File: src/core/cap_sense_regs.vh
// Register indices, field positions, reset values and counts of the capacitive-sense scanner.
`ifndef CAP_SENSE_REGS_VH
`define CAP_SENSE_REGS_VH
// Register indices; byte address is four times the index.
`define IDX_CONFIG     8'hd0
`define IDX_MUX        8'hd1
`define IDX_CTRL       8'hd2
`define IDX_DATA_LOW   8'hd3
`define IDX_DATA_HIGH  8'hd4
`define IDX_THR_LOW    8'hd5
`define IDX_THR_HIGH   8'hd6
`define IDX_INT_STATUS 8'hd7
`define IDX_INT_MASK   8'hd8
`define IDX_SCAN_START 8'hdd
`define IDX_SCAN_END   8'hde
// Field positions.
`define CFG_MODE_HI    6
`define CFG_MODE_LO    4
`define CFG_ACU_HI     2
`define CFG_ACU_LO     0
`define MODE_AUTOSCAN  3'h7
`define MODE_SOFTWARE  3'h0
`define CTRL_BUSY      4
`define CTRL_DONE      5
`define INT_DONE       0
`define INT_GT         1
// Reset values.
`define RST_BYTE       8'h00
`define RST_CHAN       5'h00
// Widths.
`define DATA_W         16
`define SUM_W          22
`define CNT_W          6
// Last sample index and divide shift for each accumulate setting.
`define LAST_1         6'h00
`define LAST_4         6'h03
`define LAST_8         6'h07
`define LAST_16        6'h0f
`define LAST_32        6'h1f
`define LAST_64        6'h3f
`define SHIFT_1        3'h0
`define SHIFT_4        3'h2
`define SHIFT_8        3'h3
`define SHIFT_16       3'h4
`define SHIFT_32       3'h5
`define SHIFT_64       3'h6
`endif

File: src/core/cap_sense_scan.v
// Capacitive-sense auto-scan sequencer and accumulator with an AHB-Lite register slave.
`timescale 1ns/1ps
`include "cap_sense_regs.vh"
module cap_sense_scan (
  input  wire        MCLK,        // System clock, 125 MHz.
  input  wire        RESET,       // Asynchronous reset, active high.
  input  wire        HSEL,        // AHB slave select.
  input  wire [31:0] HADDR,       // AHB address.
  input  wire [1:0]  HTRANS,      // AHB transfer type.
  input  wire        HWRITE,      // AHB write.
  input  wire [2:0]  HSIZE,       // AHB size, word only.
  input  wire [31:0] HWDATA,      // AHB write data.
  input  wire        HREADY,      // AHB bus ready.
  output reg  [31:0] HRDATA,      // AHB read data.
  output reg         HREADYOUT,   // AHB slave ready.
  output reg         HRESP,       // AHB response, always OKAY.
  output reg         CONV_START,  // One-cycle request to the analog front end.
  output reg  [4:0]  CONV_CHANNEL,// Channel selected by the multiplexer.
  input  wire        CONV_DONE,   // Front end conversion done, asynchronous level.
  input  wire [15:0] CONV_DATA,   // Front end conversion result.
  input  wire [31:0] ANALOG_CFG,  // Pins configured as analog inputs.
  output reg  [31:0] GROUND_EN,   // Channels grounded during conversion.
  input  wire        DEBUG_HALT,  // Core halted for debugging.
  input  wire        SUSPEND,     // Device in suspend.
  output reg         WAKE,        // Wake request out of suspend.
  output reg         IRQ          // Level interrupt.
);

  localparam ST_IDLE  = 2'h0;
  localparam ST_START = 2'h1;
  localparam ST_WAIT  = 2'h2;

  reg  [1:0]  state_q;
  reg  [7:0]  config_q;
  reg  [4:0]  start_q;
  reg  [4:0]  end_q;
  reg  [15:0] data_q;
  reg  [15:0] thr_q;
  reg  [1:0]  status_q;
  reg  [1:0]  mask_q;
  reg         done_flag_q;
  reg         scan_q;
  reg         halt_seen_q;
  reg  [21:0] sum_q;
  reg  [5:0]  cnt_q;
  reg         done_s1_q;
  reg         done_s2_q;
  reg         done_s3_q;
  reg  [15:0] cdata_s1_q;
  reg  [15:0] cdata_s2_q;
  reg         wr_pend_q;
  reg         rd_pend_q;
  reg  [7:0]  addr_q;

  wire        autoscan  = (config_q[`CFG_MODE_HI:`CFG_MODE_LO] == `MODE_AUTOSCAN);
  wire        sw_mode   = (config_q[`CFG_MODE_HI:`CFG_MODE_LO] == `MODE_SOFTWARE);
  wire        acc_phase = HSEL && HREADY && HTRANS[1];
  wire        wr_now    = wr_pend_q;
  wire [7:0]  wbyte     = HWDATA[7:0];
  wire        conv_evt  = done_s2_q && !done_s3_q;
  wire [21:0] sum_new   = sum_q + {6'h00, cdata_s2_q};

  // Sample count and divide shift from the accumulate select.
  reg  [5:0]  last_cnt;
  reg  [2:0]  shift;
  // Codes 6 and 7 fall to the deepest setting so no code leaves the divide undefined.
  always @* begin
    case (config_q[`CFG_ACU_HI:`CFG_ACU_LO])
      3'h0: begin
        last_cnt = `LAST_1;
        shift    = `SHIFT_1;
      end
      3'h1: begin
        last_cnt = `LAST_4;
        shift    = `SHIFT_4;
      end
      3'h2: begin
        last_cnt = `LAST_8;
        shift    = `SHIFT_8;
      end
      3'h3: begin
        last_cnt = `LAST_16;
        shift    = `SHIFT_16;
      end
      3'h4: begin
        last_cnt = `LAST_32;
        shift    = `SHIFT_32;
      end
      default: begin
        last_cnt = `LAST_64;
        shift    = `SHIFT_64;
      end
    endcase
  end

  // A done edge seen outside a wait is stray; it must not count or raise any event.
  wire        acc_done = conv_evt && (state_q == ST_WAIT) && (cnt_q == last_cnt);
  wire [21:0] quot22   = sum_new >> shift;
  wire [15:0] quot     = quot22[15:0];
  wire        gt       = (quot > thr_q);
  // Wrap is an equality test, so a select outside the range runs on until it meets the end.
  wire        wrap     = (CONV_CHANNEL == end_q);

  // Ground mask per channel: analog pins inside the scan range, except the one converting.
  wire [31:0] gnd_d;
  genvar g;
  generate
    for (g = 0; g < 32; g = g + 1) begin : gnd_gen
      assign gnd_d[g] = scan_q && ANALOG_CFG[g] && (g >= start_q) && (g <= end_q) &&
                        (g != CONV_CHANNEL);
    end
  endgenerate

  // The done level crosses from the front end; the data is held steady by the front end
  // while done is high, so its two-stage copy is settled by the time the edge is seen.
  always @(posedge MCLK or posedge RESET) begin
    if (RESET) begin
      done_s1_q  <= 1'b0;
      done_s2_q  <= 1'b0;
      done_s3_q  <= 1'b0;
      cdata_s1_q <= 16'h0000;
      cdata_s2_q <= 16'h0000;
    end else begin
      done_s1_q  <= CONV_DONE;
      done_s2_q  <= done_s1_q;
      done_s3_q  <= done_s2_q;
      cdata_s1_q <= CONV_DATA;
      cdata_s2_q <= cdata_s1_q;
    end
  end

  // Bus slave: writes take effect at the end of the data phase; reads add one wait state
  // so a read that directly follows a write returns the new value.
  always @(posedge MCLK or posedge RESET) begin
    if (RESET) begin
      wr_pend_q <= 1'b0;
      rd_pend_q <= 1'b0;
      addr_q    <= 8'h00;
      HREADYOUT <= 1'b1;
      HRESP     <= 1'b0;
      HRDATA    <= 32'h0000_0000;
    end else begin
      HRESP <= 1'b0;
      if (rd_pend_q) begin
        rd_pend_q <= 1'b0;
        HREADYOUT <= 1'b1;
        case (addr_q)
          `IDX_CONFIG:     HRDATA <= {24'h000000, config_q};
          `IDX_MUX:        HRDATA <= {27'h0, CONV_CHANNEL};
          `IDX_CTRL:       HRDATA <= {26'h0, done_flag_q, (state_q != ST_IDLE),
                                      4'h0};
          `IDX_DATA_LOW:   HRDATA <= {24'h000000, data_q[7:0]};
          `IDX_DATA_HIGH:  HRDATA <= {24'h000000, data_q[15:8]};
          `IDX_THR_LOW:    HRDATA <= {24'h000000, thr_q[7:0]};
          `IDX_THR_HIGH:   HRDATA <= {24'h000000, thr_q[15:8]};
          `IDX_INT_STATUS: HRDATA <= {30'h0, status_q};
          `IDX_INT_MASK:   HRDATA <= {30'h0, mask_q};
          `IDX_SCAN_START: HRDATA <= {27'h0, start_q};
          `IDX_SCAN_END:   HRDATA <= {27'h0, end_q};
          default:         HRDATA <= 32'h0000_0000;
        endcase
      end else if (acc_phase) begin
        addr_q    <= HADDR[9:2];
        wr_pend_q <= HWRITE;
        rd_pend_q <= !HWRITE;
        HREADYOUT <= HWRITE;
      end else begin
        wr_pend_q <= 1'b0;
      end
    end
  end

  // Configuration registers written by software.
  always @(posedge MCLK or posedge RESET) begin
    if (RESET) begin
      config_q <= `RST_BYTE;
      start_q  <= `RST_CHAN;
      end_q    <= `RST_CHAN;
      thr_q    <= 16'h0000;
      mask_q   <= 2'h0;
    end else if (wr_now) begin
      case (addr_q)
        `IDX_CONFIG:    config_q    <= wbyte;
        `IDX_THR_LOW:   thr_q[7:0]  <= wbyte;
        `IDX_THR_HIGH:  thr_q[15:8] <= wbyte;
        `IDX_INT_MASK:  mask_q      <= wbyte[1:0];
        `IDX_SCAN_START: start_q    <= wbyte[4:0];
        `IDX_SCAN_END:  end_q       <= wbyte[4:0];
        default: ;
      endcase
    end
  end

  // Busy is a write-one strobe; writing zero to it does nothing to a running sequence.
  wire busy_wr = wr_now && (addr_q == `IDX_CTRL) && wbyte[`CTRL_BUSY];

  // Conversion sequencer, accumulator and channel stepping.
  always @(posedge MCLK or posedge RESET) begin
    if (RESET) begin
      state_q      <= ST_IDLE;
      scan_q       <= 1'b0;
      halt_seen_q  <= 1'b0;
      sum_q        <= 22'h0;
      cnt_q        <= 6'h00;
      data_q       <= 16'h0000;
      CONV_START   <= 1'b0;
      CONV_CHANNEL <= `RST_CHAN;
    end else begin
      CONV_START <= 1'b0;
      if (!autoscan) begin
        scan_q <= 1'b0;
      end
      case (state_q)
        ST_IDLE: begin
          halt_seen_q <= 1'b0;
          if (busy_wr && (autoscan || sw_mode)) begin
            sum_q   <= 22'h0;
            cnt_q   <= 6'h00;
            state_q <= ST_START;
            if (autoscan) begin
              scan_q       <= 1'b1;
              CONV_CHANNEL <= start_q;
            end
          end
        end
        ST_START: begin
          CONV_START <= 1'b1;
          state_q    <= ST_WAIT;
        end
        ST_WAIT: begin
          // A halt only marks the rotation; the scan still runs to the wrap so that
          // every channel of the range gets its turn before it stops.
          if (scan_q && DEBUG_HALT) begin
            halt_seen_q <= 1'b1;
          end
          if (conv_evt && !acc_done) begin
            sum_q   <= sum_new;
            cnt_q   <= cnt_q + 6'h01;
            state_q <= ST_START;
          end else if (acc_done) begin
            sum_q  <= 22'h0;
            cnt_q  <= 6'h00;
            data_q <= quot;
            if (!scan_q || gt) begin
              scan_q  <= 1'b0;
              state_q <= ST_IDLE;
            end else if (wrap) begin
              CONV_CHANNEL <= start_q;
              if (halt_seen_q || (scan_q && DEBUG_HALT)) begin
                scan_q  <= 1'b0;
                state_q <= ST_IDLE;
              end else begin
                state_q <= ST_START;
              end
            end else begin
              CONV_CHANNEL <= CONV_CHANNEL + 5'h01;
              state_q      <= ST_START;
            end
          end
        end
        default: state_q <= ST_IDLE;
      endcase
      // Software writes to the select come last so they win over the sequencer.
      if (wr_now && (addr_q == `IDX_MUX)) begin
        CONV_CHANNEL <= wbyte[4:0];
      end
      if (wr_now && (addr_q == `IDX_SCAN_START) && autoscan) begin
        CONV_CHANNEL <= wbyte[4:0];
      end
    end
  end

  // Event flags: hardware set wins over a software clear in the same cycle.
  wire gt_evt = acc_done && gt;
  wire [1:0] evt = {gt_evt, acc_done};
  wire [1:0] w1c = (wr_now && (addr_q == `IDX_INT_STATUS)) ? wbyte[1:0] : 2'h0;
  wire ctrl_wr = wr_now && (addr_q == `IDX_CTRL);
  wire [1:0] status_d;

  // One sticky bit per event; the event term is ored last so a clear never hides it.
  genvar e;
  generate
    for (e = 0; e < 2; e = e + 1) begin : flag_gen
      assign status_d[e] = evt[e] | (status_q[e] & ~w1c[e]);
    end
  endgenerate

  always @(posedge MCLK or posedge RESET) begin
    if (RESET) begin
      status_q    <= 2'h0;
      done_flag_q <= 1'b0;
      IRQ         <= 1'b0;
      WAKE        <= 1'b0;
      GROUND_EN   <= 32'h0000_0000;
    end else begin
      status_q <= status_d;
      if (acc_done) begin
        done_flag_q <= 1'b1;
      end else if (ctrl_wr && !wbyte[`CTRL_DONE]) begin
        done_flag_q <= 1'b0;
      end
      // The interrupt follows the next flag value so it rises with the flag, not after it.
      IRQ <= |(status_d & mask_q);
      // The scan keeps stepping in suspend; only a greater-than result raises wake.
      if (!SUSPEND) begin
        WAKE <= 1'b0;
      end else if (gt_evt && scan_q) begin
        WAKE <= 1'b1;
      end
      GROUND_EN <= gnd_d;
    end
  end

endmodule // cap_sense_scan

File: config.mk
export PLATFORM = sky130hd
export DESIGN_NAME = cap_sense_scan
export DESIGN_NICKNAME = d
export VERILOG_FILES = /design/src/core/cap_sense_scan.v
export VERILOG_INCLUDE_DIRS = /design/src /design/src/core
export SDC_FILE = /design/constraint.sdc
export NUM_CORES = 1
export LEC_CHECK = 0
export ABC_CLOCK_PERIOD_IN_PS = 8150
export BUFFER_PORTS_ARGS = -buffer_cell sky130_fd_sc_hd__buf_2
export CORE_AREA = 2 2 224 171
export CTS_CLUSTER_DIAMETER = 120
export DETAILED_ROUTE_END_ITERATION = 10
export DIE_AREA = 0 0 226 173
export PLACE_DENSITY = 0.46
export SKIP_LAST_GASP = 1
export SLEW_MARGIN = 5
export SYNTH_ARGS = -nofsm -noshare
export SYNTH_HDL_FRONTEND = slang
export SYNTH_SLANG_ARGS = --single-unit
File: constraint.sdc
create_clock -name MCLK -period 8.15 [get_ports MCLK]
set_input_delay 0.4075 -clock MCLK [delete_from_list [all_inputs] [get_ports MCLK]]
set_output_delay 0.4075 -clock MCLK [all_outputs]
set_load 0.02 [all_outputs]
==> flow_summary.yaml <==
status:
  outcome: "finished clean"
layout:
  final_common_cell: "dfrtp_1"
  n_antenna_cell: 0
  drive_gt1_frac: 0.208
  fin_nets: 1408
  final_util: 0.340
  final_area_sq_mm: 0.0125
  synthToLayoutAreaGrowth_pct: 13.9
  instances_no_fill: 1760
  final_cell_mix: "dfrtp_1, nand2_1, buf_2"
  fillers: 3791
synth:
  synth_fa_ha_area_frac: 0.0464
  synth-async-reset-ratio: 1.00
  ys_top_cells_by_area: "dfrtp_1, mux2_2, ha_1, nand2_1, o21ai_0"
  synth_compound_area_frac: 0.237
  seq_area_frac_synth: 0.414
  synth_largest_area_cell: "dfrtp_1"
  synthMuxAreaShare: 0.0642
  synth_flop_cell: "dfrtp_1"
  synth_simple_gate_area_share: 0.168
  synth_cells: 1162
  synth_top_cell_area_share: 0.411
  synth-xor-area-share: 0.0128
  ys_seq_elements: 181
  synth_top_family_by_area: "compound AO/OA/AOI/OAI gates"
  synth_edf_count: 0
  avgSynthCellArea_sq_um: 9.42
  yosysWarnings: 0
  synth_cell_types: 96
  netlist_area_sq_mm: 0.0110
worst_setup_path:
  rr_startpoint: "sum_q[10]"
  cp.required_ns: 8.52
  setup.worst_path.start_class: "flip-flop"
  reg2reg_depth: 17
  critPathMaxStageDelay_ns: 0.53
  worstSetupEndpoint: "CONV_CHANNEL[0]"
  arrival_ns: 5.86
  r2r_slack_ns: 2.67
  cp-end-kind: "flip-flop"
  cp_cell_sequence: "ha_1 -> a21oi_1 -> o211ai_1 -> and2_1 -> o31ai_2 -> a211oi_1 -> a311o_1 -> a211oi_2 -> ha_1 -> a21o_1 -> a21o_1 -> a2111oi_0 -> o21ai_0 -> a21oi_1 -> a311oi_2 -> or2_4 -> o211ai_2"
  timing.rr.end: "CONV_CHANNEL[0]"
  crit_path_start: "sum_q[10]"
  worstPathMaxFanout: 13
  path_class: "reg2reg"
  slowest_stage: "o31ai_2"
placement:
  place_ws_ns: 2.76
  portBuffers: 121
  place_hpwl_um: 25400
  dpl_cell_area_sq_mm: 0.0119
  dp_cells: 1728
  routabilityCongestion: 0.855
clock_network:
  cts_buffers: 17
  cts.path.max_buffers: 2
  cts_hold_buf: 0
  cts.sink_count: 181
  cts_tree: "done"
  post_cts_buffers: 0
  cts_resized: 0
  insertion_delay_ns: 0.46
  cts_max_level: 4
  clockRootBuffer: "clkbuf_16"
  path_clk_slew_ns: 0.07
global_routing:
  grt_pass1_vias: 9338
  grt_pass1_wl_um: 55700
  antenna_found_initial: 0
  grt_max_degree: 111
  grt_usage: 0.183
  grt-ovfl-total: 0
route:
  vias: 9418
  wl_per_cell_um: 19.9
  drt_iter0_drc: 860
  drt_wl_total_um: 35000
  drtAntennaViolNets: 0
  firstDrtPassIters: 6
  drc: 0
  vias_per_cell: 5.35
timing:
  clock.fmax_ghz: 0.182
  clock_skew_ns: 0.0186
  rsz0062_at_grt: "false"
  finalCriticalPeriod_ns: 5.48
  final.setup.tns_ns: 0
  finalCritPeriodShare: 0.673
  drv_slew: 0
  setup_viol: 0
  maxSlewHeadroom: 0.236
  layout_setup_ws_ns: 2.67
  finalHoldViolCount: 0
  tightest_slew_ns: 1.14
floorplanning:
  ios: 199
  fp.dieH_um: 173
  initial_core_util: 0.298
  coreArea_sq_mm: 0.0367
  dieArea_sq_mm: 0.0391
  placementRows: 61
  die_w_um: 226
pwr:
  powerDensity_mw_per_mm2: 177
  ir_drop_uv: 106
  leakage_nw: 5.53
min_path:
  holdCritPathClass: "in2reg"
run:
  cap_violations: 0
per-stage QoR:
stage | total power [W] | hold slack [ns]
CTS | 0.00224 | 0.0257
detailed placement | 0.00136 | 0.335
global route | 0.00233 | 0.0270
floorplan | 0.00125 | 0.331
global placement | 0.00136 | 0.333
finish | 0.00221 | 0.0495
worst max-delay path, delay by kind of cell, from the launching register on:
kind | cells | cell delay (ns)
adders and majority gates | 2 | 0.79
and+or+nand+nor | 2 | 0.58
DFF | 1 | 0.39
AOI/OAI and AO/OA | 13 | 3.65
sequential cells by signal, indices dropped and copies added, names as in the netlist, 5 cells and up:
register      count
end_q             5
cdata_s2_q       16
start_q           5
data_q           16
HRDATA            8
cdata_s1_q       16
cnt_q             6
thr_q            16
addr_q            8
config_q          8
CONV_CHANNEL      5
sum_q            22
GROUND_EN        32
logic make-up after synthesis:
family | count (synthesis)
adder cells (fa/ha/maj) | 40
multiplexers | 62
AND/OR/NAND/NOR | 370
XOR/XNOR | 16
AO/OA/AOI/OAI | 361
other | 1
buffers and inverters | 131
flip-flops | 181
cells in the mapped netlist (7+ instances only):
cell and number:
a22o_1 15, nand2b_1 14, buf_1 8, a21o_1 26
o21ai_0 71, a22oi_1 12, a211oi_1 17, and3_1 15
dfrtp_1 180, inv_1 36, o2111ai_1 7, nor3_1 45
xnor2_1 10, ha_1 39, a311oi_1 8, nor2_1 61
nor4_1 7, a21oi_1 45, o31ai_1 12, nor2b_1 8
o21a_1 11, a221oi_1 10, nand2_1 125, o211ai_1 19
a31oi_1 21, a21oi_2 9, nand3_1 32, buf_4 26
clkbuf_1 42, o21ai_1 10, nand4_1 13, buf_2 14
mux2_2 56
worst min path at each step:
stage | from | depth (start not counted) | endpoint | slack [ns]
3_3_place_gp | cdata_s1_q[4] | 0 | cdata_s2_q[4] | 0.33
6_report | CONV_DATA[7] | 1 | cdata_s1_q[7] | 0.05
4_1_cts | CONV_DATA[3] | 1 | cdata_s1_q[3] | 0.03
2_1_floorplan | cdata_s1_q[0] | 0 | cdata_s2_q[0] | 0.33
5_1_grt | CONV_DATA[2] | 1 | cdata_s1_q[2] | 0.03
3_5_place_dp | cdata_s1_q[9] | 0 | cdata_s2_q[9] | 0.33
power breakdown:
part / total (W) / switching [W] / internal (W)
combinational: 0.000378 / 0.000241 / 0.000137
sequential: 0.000965 / 0.0000377 / 0.000928
clock: 0.000870 / 0.000395 / 0.000475
layer usage:
| layer | wire (um) | track usage | vias up | part of all wire |
|---|---|---|---|---|
| li1 | - | - | 4471 | - |
| met1 | 18100 | 0.285 | 4610 | 0.52 |
| met2 | 14400 | 0.253 | 303 | 0.41 |
| met3 | 2060 | 0.0357 | 34 | 0.059 |
| met4 | 454 | 0.0486 | 0 | 0.013 |
| met5 | 0 | 0 | - | 0 |
final cells by class:
type                            instances  area, sq um  share of cell area
Sequential cell                       181         4530               0.363
Clock inverter                         11          139              0.0111
Inverter                               38          150              0.0120
Clock buffer                           21          460              0.0369
Multi-Input combinational cell        874         5880               0.472
Timing Repair Buffer                  131          681              0.0546
Tap cell                              504          631              0.0505
(Power assumes the default switching activity.)
